--- config.mk ---
export PLATFORM = sky130hd
export DESIGN_NAME = sst_monitor
export DESIGN_NICKNAME = d
export VERILOG_FILES = /design/src/sst_monitor.v
export VERILOG_INCLUDE_DIRS = /design/src
export SDC_FILE = /design/constraint.sdc
export NUM_CORES = 1
export LEC_CHECK = 0
export ABC_AREA = 1
export ABC_CLOCK_PERIOD_IN_PS = 4000
export BUFFER_PORTS_ARGS = -buffer_cell sky130_fd_sc_hd__buf_2
export CAP_MARGIN = 20
export CORE_UTILIZATION = 50
export DETAILED_ROUTE_END_ITERATION = 12
export MAX_ROUTING_LAYER = met4
export PLACE_DENSITY = 0.74
export SYNTH_ARGS = -nofsm -noshare
export SYNTH_HDL_FRONTEND = slang
export SYNTH_SLANG_ARGS = --single-unit
--- constraint.sdc ---
create_clock -name core_clk_i -period 4 [get_ports core_clk_i]
set_clock_uncertainty 0.15 [all_clocks]
set_input_delay 0.4 -clock core_clk_i [delete_from_list [all_inputs] [get_ports core_clk_i]]
set_output_delay 0.4 -clock core_clk_i [all_outputs]
set_load 0.02 [all_outputs]
--- src/sst_defs.vh ---
// Constants shared by the second safe-stop transition monitor.
`ifndef SST_DEFS_VH
`define SST_DEFS_VH
// ****************************************************************
// Clock and timing
// ****************************************************************
`define SST_CLK_HZ        10000000
`define SST_MS_PER_S      1000
`define SST_MS_CYC        (`SST_CLK_HZ / `SST_MS_PER_S)
`define SST_DONE_LOW_MS   10
// ****************************************************************
// Monitoring variants
// ****************************************************************
`define SST_VAR_DRIVE     2'h0
`define SST_VAR_TREND     2'h1
`define SST_VAR_ACTUAL    2'h2
// ****************************************************************
// Error codes, five hex digits as displayed
// ****************************************************************
`define SST_CODE_NONE     20'h00000
`define SST_F7_TIMEOUT    20'hf7050
`define SST_F7_DECEL      20'hf7051
`define SST_F7_TARGET     20'hf7052
`define SST_F8_TIMEOUT    20'hf8350
`define SST_F8_DECEL      20'hf8351
// ****************************************************************
// Reset values
// ****************************************************************
`define SST_RST_VAR       2'h0
`endif

--- src/sst_monitor.v ---
// Second safe-stop transition monitor: selection, supervision, errors, handover.
`include "sst_defs.vh"

// Overview of operation
// - Drive variant: ignore commands, internal halt decelerates
// - Envelope exceeded raises deceleration error, F7/F8 code
// - After error keep braking per error reaction
// - Publish currently effective velocity monitoring limit
// - Optional limitation clamps command to active threshold
// - Time transition against limit, raise timeout error
// - F8 codes only in drive variant, escalated
// - After error, standstill by limit plus tolerance
// - No tolerance with torque disable or direct escalation
// - Drive variant: envelope acknowledge selects operating stop
// - Trend variant uses trend form of envelope monitor
// - Actual variant uses actual-velocity envelope form
// - NC variants: standstill and time over select stop
// - Done flag edge valid after 10 ms low
// - Early done above target velocity raises F7052
// - NC variants: valid done edge ends transition immediately
// - Accept only with stop configured, inactive, no others
// - Leave on stop one, torque off, deselect, error
module sst_monitor #(
  parameter VW     = 16,
  parameter TW     = 16,
  parameter MS_CYC = `SST_MS_CYC
) (
  input  wire          core_clk_i,
  input  wire          rst_n_i,
  input  wire          stop_sel_i,
  input  wire [1:0]    variant_cfg_i,
  input  wire          sos_configured_i,
  input  wire          sos_active_i,
  input  wire          ss1_active_i,
  input  wire          sto_active_i,
  input  wire          from_safe_state_i,
  input  wire [TW-1:0] t_normal_ms_i,
  input  wire [TW-1:0] t_between_ms_i,
  input  wire [TW-1:0] tol_ms_i,
  input  wire          react_f7_torque_off_i,
  input  wire          f3_eq_f7_i,
  input  wire          env_exceeded_i,
  input  wire          env_ok_ack_i,
  input  wire          nc_done_i,
  input  wire [VW-1:0] act_vel_i,
  input  wire [VW-1:0] standstill_thr_i,
  input  wire [VW-1:0] active_vel_thr_i,
  input  wire [VW-1:0] target_vel_i,
  input  wire [VW-1:0] vel_cmd_i,
  input  wire          limit_en_i,
  output wire          active_o,
  output wire          halt_o,
  output wire [VW-1:0] vel_cmd_o,
  output wire [VW-1:0] vel_limit_o,
  output wire          env_trend_o,
  output wire          env_actual_o,
  output wire          err_decel_o,
  output wire          err_timeout_o,
  output wire          err_target_o,
  output wire [19:0]   err_code_o,
  output wire          brake_o,
  output wire          torque_off_req_o,
  output wire          sos_sel_o,
  output wire          cfg_err_o
);

  // ****************************************************************
  // States
  // ****************************************************************
  localparam [1:0] ST_IDLE = 2'h0;
  localparam [1:0] ST_RUN  = 2'h1;
  localparam [1:0] ST_ERR  = 2'h2;
  localparam [1:0] ST_DONE = 2'h3;
  localparam [23:0] MS_LAST = MS_CYC - 1;
  localparam [3:0]  LOW_MS  = `SST_DONE_LOW_MS;

  function [19:0] pick_code;
    input        esc;
    input [19:0] f7;
    input [19:0] f8;
    begin
      pick_code = esc ? f8 : f7;
    end
  endfunction

  reg  [1:0]    state_q;
  reg  [1:0]    state_d;
  reg  [1:0]    var_q;
  reg  [TW-1:0] limit_q;
  reg  [TW-1:0] elapsed_q;
  reg  [TW:0]   err_ms_q;
  reg  [TW:0]   deadline_q;
  reg  [23:0]   pre_q;
  reg           done_s1_q;
  reg           done_s2_q;
  reg           done_d_q;
  reg  [3:0]    low_ms_q;
  reg           halt_q;
  reg  [VW-1:0] cmd_q;
  reg  [VW-1:0] vlim_q;
  reg           trend_q;
  reg           actual_q;
  reg           e_decel_q;
  reg           e_time_q;
  reg           e_tgt_q;
  reg  [19:0]   code_q;
  reg           tor_q;
  reg           cfg_err_q;
  reg           run_q;
  reg           err_q;
  reg           sos_q;

  wire tick       = (pre_q == MS_LAST);
  wire standstill = (act_vel_i < standstill_thr_i);
  wire leave      = !stop_sel_i || ss1_active_i || sto_active_i;
  wire var_ok     = (variant_cfg_i != 2'h3);
  wire drive_var  = (var_q == `SST_VAR_DRIVE);
  wire escalate   = drive_var && f3_eq_f7_i;
  wire time_over  = (elapsed_q >= limit_q);
  // A rising edge only counts after the flag has rested low long enough,
  // so a stuck or chattering flag cannot cut a transition short. One tick
  // more than the low time is asked for, as the first tick after the fall
  // may come at once.
  wire done_edge  = done_s2_q && !done_d_q && (low_ms_q > LOW_MS);
  wire no_tol     = react_f7_torque_off_i || f3_eq_f7_i;
  wire nc_end     = done_edge && !drive_var;
  wire accept     = stop_sel_i && var_ok && sos_configured_i && !sos_active_i &&
                    !ss1_active_i && !sto_active_i;

  // ****************************************************************
  // Synchroniser and done-flag low time
  // ****************************************************************
  always @(posedge core_clk_i or negedge rst_n_i) begin
    if (!rst_n_i) begin
      done_s1_q <= 1'b0;
      done_s2_q <= 1'b0;
      done_d_q  <= 1'b0;
      low_ms_q  <= 4'h0;
      pre_q     <= 24'h000000;
    end else begin
      done_s1_q <= nc_done_i;
      done_s2_q <= done_s1_q;
      done_d_q  <= done_s2_q;
      pre_q     <= tick ? 24'h000000 : pre_q + 24'h000001;
      if (done_s2_q) begin
        low_ms_q <= 4'h0;
      end else if (tick && (low_ms_q <= LOW_MS)) begin
        low_ms_q <= low_ms_q + 4'h1;
      end
    end
  end

  // ****************************************************************
  // Transition state machine
  // ****************************************************************
  // The next state is decoded apart so that the state flags can be
  // registered with the state and still leave the module as plain flops.
  always @* begin
    state_d = state_q;
    case (state_q)
      ST_IDLE: begin
        if (accept) begin
          state_d = ST_RUN;
        end
      end
      ST_RUN: begin
        if (leave) begin
          state_d = ST_IDLE;
        end else if (env_exceeded_i) begin
          state_d = ST_ERR;
        end else if (nc_end) begin
          state_d = (act_vel_i > target_vel_i) ? ST_ERR : ST_DONE;
        end else if (drive_var && env_ok_ack_i) begin
          state_d = ST_DONE;
        end else if (!drive_var && standstill && time_over) begin
          state_d = ST_DONE;
        end else if (time_over) begin
          state_d = ST_ERR;
        end
      end
      ST_ERR: begin
        // The error state holds until the stop is deselected at standstill; error flags clear on the next accept.
        if (!stop_sel_i && standstill) begin
          state_d = ST_IDLE;
        end
      end
      ST_DONE: begin
        if (leave) begin
          state_d = ST_IDLE;
        end
      end
      default: begin
        state_d = ST_IDLE;
      end
    endcase
  end

  always @(posedge core_clk_i or negedge rst_n_i) begin
    if (!rst_n_i) begin
      state_q    <= ST_IDLE;
      var_q      <= `SST_RST_VAR;
      limit_q    <= {TW{1'b0}};
      elapsed_q  <= {TW{1'b0}};
      err_ms_q   <= {(TW+1){1'b0}};
      deadline_q <= {(TW+1){1'b0}};
      e_decel_q  <= 1'b0;
      e_time_q   <= 1'b0;
      e_tgt_q    <= 1'b0;
      code_q     <= `SST_CODE_NONE;
      tor_q      <= 1'b0;
      cfg_err_q  <= 1'b0;
      run_q      <= 1'b0;
      err_q      <= 1'b0;
      sos_q      <= 1'b0;
    end else begin
      state_q   <= state_d;
      run_q     <= (state_d == ST_RUN);
      err_q     <= (state_d == ST_ERR);
      sos_q     <= (state_d == ST_DONE);
      cfg_err_q <= stop_sel_i && !var_ok;
      case (state_q)
        ST_IDLE: begin
          tor_q <= 1'b0;
          if (accept) begin
            var_q     <= variant_cfg_i;
            limit_q   <= from_safe_state_i ? t_between_ms_i : t_normal_ms_i;
            elapsed_q <= {TW{1'b0}};
            e_decel_q <= 1'b0;
            e_time_q  <= 1'b0;
            e_tgt_q   <= 1'b0;
            code_q    <= `SST_CODE_NONE;
          end
        end
        ST_RUN: begin
          if (tick && !time_over) begin
            elapsed_q <= elapsed_q + {{(TW-1){1'b0}}, 1'b1};
          end
          // Base of the post-error deadline is the selected limit, normal or between-stops.
          deadline_q <= no_tol ? {1'b0, limit_q} :
                        {1'b0, limit_q} + {1'b0, tol_ms_i};
          err_ms_q   <= {1'b0, elapsed_q};
          if (!leave && env_exceeded_i) begin
            e_decel_q <= 1'b1;
            code_q    <= pick_code(escalate, `SST_F7_DECEL, `SST_F8_DECEL);
          end else if (!leave && nc_end && (act_vel_i > target_vel_i)) begin
            e_tgt_q <= 1'b1;
            code_q  <= `SST_F7_TARGET;
          end else if (state_d == ST_ERR) begin
            e_time_q <= 1'b1;
            code_q   <= pick_code(escalate, `SST_F7_TIMEOUT, `SST_F8_TIMEOUT);
          end
        end
        ST_ERR: begin
          if (tick && (err_ms_q < deadline_q)) begin
            err_ms_q <= err_ms_q + {{TW{1'b0}}, 1'b1};
          end
          if (!standstill && (err_ms_q >= deadline_q)) begin
            tor_q <= 1'b1;
          end
        end
        default: begin
          tor_q <= 1'b0;
        end
      endcase
    end
  end

  // ****************************************************************
  // Command path and published limit
  // ****************************************************************
  always @(posedge core_clk_i or negedge rst_n_i) begin
    if (!rst_n_i) begin
      halt_q   <= 1'b0;
      cmd_q    <= {VW{1'b0}};
      vlim_q   <= {VW{1'b0}};
      trend_q  <= 1'b0;
      actual_q <= 1'b0;
    end else begin
      // The halt is kept through an error so braking never stops half way.
      halt_q   <= ((state_q == ST_RUN) && drive_var) || (state_q == ST_ERR);
      vlim_q   <= active_vel_thr_i;
      trend_q  <= (state_q == ST_RUN) && (var_q == `SST_VAR_TREND);
      actual_q <= (state_q == ST_RUN) && (var_q != `SST_VAR_TREND);
      if (halt_q) begin
        cmd_q <= {VW{1'b0}};
      end else if (limit_en_i && (vel_cmd_i > active_vel_thr_i)) begin
        cmd_q <= active_vel_thr_i;
      end else begin
        cmd_q <= vel_cmd_i;
      end
    end
  end

  assign active_o         = run_q;
  assign halt_o           = halt_q;
  assign vel_cmd_o        = cmd_q;
  assign vel_limit_o      = vlim_q;
  assign env_trend_o      = trend_q;
  assign env_actual_o     = actual_q;
  assign err_decel_o      = e_decel_q;
  assign err_timeout_o    = e_time_q;
  assign err_target_o     = e_tgt_q;
  assign err_code_o       = code_q;
  assign brake_o          = err_q;
  assign torque_off_req_o = tor_q;
  assign sos_sel_o        = sos_q;
  assign cfg_err_o        = cfg_err_q;

endmodule // sst_monitor

### After elaboration in Yosys (flattened, before gate mapping)

Index checks and enable logic that the tools add are counted.
W data, S select, Z words.

| word-level totals | value |
|---|---|
| flip-flop bits (word level) | 164 |
| bits of input ports | 144 |

| operators by class | value |
|---|---|
| $add $sub $neg | 5 |
| $lt $le $gt $ge | 8 |
| equal/unequal tests | 20 |
| muxes and demuxes | 42 |
| bitwise logic cells | 1 |
| reduce and logical (&&, ||, !) cells | 52 |

Operator list:

| kind | count |
|---|---|
| $mux W16 | 7 |
| $mux W20 | 4 |
| $pmux W20 S2 | 1 |
| $mux W17 | 2 |
| $pmux W17 S2 | 1 |
| $gt A16 B16 Y1 | 2 |
| $pmux W16 S2 | 1 |
| $logic_and A1 B1 Y1 | 25 |
| $add A24 B1 Y24 const B | 1 |
| $eq A24 B14 Y1 const B | 1 |
| $mux W24 | 1 |
| $ne A2 B2 Y1 const B | 10 |
| $mux W2 | 9 |
| $add A16 B16 Y17 | 1 |
| $add A17 B1 Y17 const B | 1 |
| $ge A17 B17 Y1 | 1 |
| $lt A17 B17 Y1 | 1 |
| $add A16 B1 Y16 const B | 1 |
| $ge A16 B16 Y1 | 1 |
| $lt A16 B16 Y1 | 1 |
| $logic_not A1 Y1 | 10 |
| $mux W1 | 9 |
| $reduce_and A3 Y1 | 3 |
| $eq A2 B2 Y1 const B | 4 |
| 16 further kinds | 30 |

### Depth between registers and ports, before layout

| logic depth | value |
|---|---|
| depth after elaboration | 15 |
| depth in mapped cells | 20 |
| mapped depth without buffers | 20 |

### Worst setup path after synthesis

No wires, ideal clock.

| path | value |
|---|---|
| kind | input to register |
| from | input port tol_ms_i[0] |
| to | register deadline_q[10] |
| arrival | 2.000 ns |
| required time | 3.718 ns |
| slack | 1.718 ns |
| stages on the path | 14 |
| buffers on the path | 0 |
| cell sequence | ha_1 -> inv_1 -> fa_1 -> nand3b_1 -> nand3_1 -> nand2_1 -> nand2_1 -> a21oi_1 -> o21ai_0 -> nand2_1 -> nand4_1 -> nand3_1 -> nand2_1 -> o21ai_0 |

| between the ends | value |
|---|---|
| word-level cells in the longest chain between the ends | 2 |

Ends and longest elaborated chain:

| what | RTL line | source |
|---|---|---|
| from (decl) | sst_monitor.v:39 | `input wire [TW-1:0] tol_ms_i,` |
| $add A16 B16 Y17 | sst_monitor.v:240 | `{1'b0, limit_q} + {1'b0, tol_ms_i};` |
| $mux W17 | sst_monitor.v:239 | `deadline_q <= no_tol ? {1'b0, limit_q} :` |
| to (signal assigned) | sst_monitor.v:205 | `deadline_q <= {(TW+1){1'b0}};` |
| to (signal assigned) | sst_monitor.v:239 |  |
| to (decl) | sst_monitor.v:92 | `reg [TW:0] deadline_q;` |

Every way passes these cells.
A chain may end at the register's enable or synchronous reset.

### Final worst setup path

| path | value |
|---|---|
| from | input port active_vel_thr_i[11] |
| to | register cmd_q[14] (netlist: vel_cmd_o[14]) |

| between the ends | value |
|---|---|
| word-level cells in the longest chain between the ends | 4 |

Ends and longest elaborated chain:

| what | RTL line | source |
|---|---|---|
| from (decl) | sst_monitor.v:47 | `input wire [VW-1:0] active_vel_thr_i,` |
| $gt A16 B16 Y1 | sst_monitor.v:286 | `end else if (limit_en_i && (vel_cmd_i > active_vel_thr_i)) begin` |
| $logic_and A1 B1 Y1 | sst_monitor.v:286 |  |
| $mux W16 | sst_monitor.v:286 |  |
| $mux W16 | sst_monitor.v:284 | `if (halt_q) begin` |
| to (signal assigned) | sst_monitor.v:285 | `cmd_q <= {VW{1'b0}};` |
| to (signal assigned) | sst_monitor.v:287 | `cmd_q <= active_vel_thr_i;` |
| to (signal assigned) | sst_monitor.v:289 | `cmd_q <= vel_cmd_i;` |
| to (decl) | sst_monitor.v:99 | `reg [VW-1:0] cmd_q;` |

Every way passes these cells.

==> reports/summary.txt <==
Outcome = finished clean
Min Tclk post-route = 2830 ps
Tot Pwr = 4.79 mW
Clock Power Share = 33.7%
DRT iter0 DRCs = 640
Via density = 5.21
Reg power frac = 38.5%
Area leader, netlist = dfrtp_1
Initial antenna violation count = 0
Most common cell in the synthesized netlist = nand2_1
Post-synth top flop = dfrtp_1
Postcts setup bufs = 0
Clock latency on the worst-skew pair = 430 ps
Synth warnings = 0
Maximum operating frequency = 0.353 GHz
Tcrit/Tclk final = 70.8%
Reported max-cap violation count = 0
CP dominant cell by count = nand2_1
Post-Synthesis Cells = 1312
Die width = 144 microns
Tot GR Track Use = 25.7%
Top Ports = 207
Cell variety after synth = 52
Crit end category = flop
Net Sw Frac = 33.4%
Final Instance Count excl. Fillers = 1793
Post-DP HPWL = 18800 microns
Worst-margin pin slew = 860 ps
Die Height = 144 microns
Pleak = 6.42 nW
CTS buffer count = 17
Num rows = 51
Via count = 9341
Initial Util = 51.4%
Pwr/cell area = 399 nW/um^2
Port Buffers = 200
GRT Residual Overflow = 0
Antenna Nets Post-Route = 0
Fill count = 1776
Final Hold Viols = 0
Syn avg cell area = 7.68 sq um
Worst Hold Class = in2reg
Post-Route Setup TNS = 0 ps
EDFF count, synth = 0
First-pass GRT wire length = 40700 microns
Core area = 19600 sq um
Pre-Repair DR Iteration Count = 6
Area grow syn2layout = 19.3%
Sequential area share after synthesis = 37.0%
CTS max path bufs = 2
Final WL = 25100 microns
Switching Power = 1.60 mW
DR WL/cell = 14.0 microns
Share of layout cells above drive strength 1 = 17.1%
Number of nets in the layout = 1763
Critical Path AT = 3000 ps
TritonCTS clock tree = done
GP Congestion = 0.918
Synth top area share = 37.0%
Die ar. = 20700 sq um
DRC viols = 0
Unrepaired setup endpoints after global routing = no
Worst-path clk slew = 60 ps
Comb pwr share = 27.8%
H-tree depth = 4
Largest fanout on the critical path = 20
Crit Path Class = in2reg
CP cell instances = dlygate4sd3_1 > buf_2 > inv_1 > ha_1 > nand2_1 > o21ai_0 > a221oi_1 > o211ai_1 > buf_4 > nand3_1 > nand2_1 > nor2_1
Largest cells by area after synthesis = dfrtp_1 37%, ha_1 13%, nand2_1 10%
WP data required = 4170 ps
Flops & latches, synth = 149
CTS Root Cell = clkbuf_16
# setup viols final = 0
CP max-delay cell = o211ai_1
Rel. slew slack = 42.4%
CP max stage delay = 700 ps
Vias in the first global route = 8722
Startpoint types = input port
Pint = 3.19 mW
Post-Synthesis Cell Area = 10100 sq um
Peak supply drop = 0.314 mV
Slew Viols, Final = 0
Clk sinks = 149
Pin count of the biggest net entering global routing = 83
Placed insts = 1744
Commonest cells in the netlist = 274 x nand2_1, 217 x inv_1, 149 x dfrtp_1, 101 x ha_1, 95 x o21ai_0
# diodes = 0
Async set or reset register ratio after synthesis = 100%
-- cell families (layout without fill, tap and decap cells) --
group | count (synthesis) | in the layout | share of synthesized area, %
DFF | 149 | 149 | 37.0
buffers and inverters | 268 | 479 | 10.9
other | 1 | 6 | 0.0372
xor gates and xnor gates | 33 | 33 | 2.87
adders and majority gates | 102 | 102 | 12.7
and+or+nand+nor | 516 | 516 | 22.7
AOI/OAI and AO/OA | 243 | 243 | 13.8
-- per-layer routing --
metal,track usage (%),up-vias,share of wire [%]
li1,-,4719,-
met1,32.0,4261,44
met2,42.6,318,48
met3,3.53,43,5.9
met4,9.46,0,1.9
met5,-,-,0
-- layout by cell type, fill, tap and decap left out, types with 3 or more instances in the layout --
cell,n
buf_2,199
dfrtp_1,149
xnor2_1,7
inv_2,3
a31oi_1,5
nor4_1,10
nor3_1,24
dlygate4sd3_1,18
xor2_1,26
nand4_1,25
nand3b_1,4
clkbuf_16,17
buf_4,6
a21oi_1,81
ha_1,101
nand2_2,3
nand3_1,79
inv_1,217
o21bai_1,5
bufinv_16,3
o21ai_0,95
nand2_1,274
o31ai_1,11
nor3_2,5
conb_1,6
o22ai_1,4
o211ai_1,25
nor2_1,76
clkinv_2,3
-- final timing paths --
path                                       from        endpoint  slack (ps)  depth (start not counted)
max                        active_vel_thr_i[11]   vel_cmd_o[14]        1170                         12
min                            t_normal_ms_i[4]      limit_q[4]          60                          3
min reg2reg                           done_s1_q       done_s2_q         220                          0
min in group asynchronous               rst_n_i       done_s1_q         430                          2
max in group asynchronous               rst_n_i  vel_limit_o[8]        2440                          3
max reg2reg                          state_q[0]     err_ms_q[1]        1230                          7
-- final cells by class --
type                       count  area [sq um]  share of cell area, %
inverter                     223           840                   6.99
clock buffer                  18           429                   3.57
tap                          265           332                   2.76
multi-input combinational    900          5270                   43.9
sequential                   149          3730                   31.0
timing repair buffer         226          1260                   10.5
clock inverter                12           155                   1.29
-- registers in the layout (all words and copies together), names as in the netlist, 4 cells and up --
signal / count
vel_limit_o: 16
err_code_o: 5
pre_q: 24
vel_cmd_o: 16
low_ms_q: 4
err_ms_q: 17
elapsed_q: 16
deadline_q: 17
limit_q: 16
-- critical path, delay by kind of cell --
family	cells	cell delay [ps]
AO/OA/AOI/OAI	3	970
adder cells (fa/ha/maj)	1	280
buffers and inverters	4	1060
AND/OR/NAND/NOR	4	300
-- power by group through the flow --
stage | clock network (mW) | registers, mW | logic (mW)
after floorplan | 0 | 1.86 | 0.885
after global placement | 0 | 1.86 | 1.26
after detailed placement | 0 | 1.87 | 1.30
after CTS | 1.65 | 1.84 | 1.32
after global routing | 1.70 | 1.87 | 1.52
final | 1.62 | 1.84 | 1.33
-- through the flow --
step	setup WS (ps)	instance area (sq um)	hold WS, ps	utilization (%)
6_report	1170	12000	59.2	61.3
3_3_place_gp	1340	11200	218	57.4
4_1_cts	1160	12000	50.5	61.3
2_1_floorplan	1720	10100	-45.6	-
3_5_place_dp	1250	11200	225	57.4
5_1_grt	869	12000	64.3	61.3
-- what timing repair did --
item,in CTS,in global routing
gates resized for setup,0,0
hold endpoints to repair,98,0
hold buffers,18,0
Power figures use the tool's default switching activity.
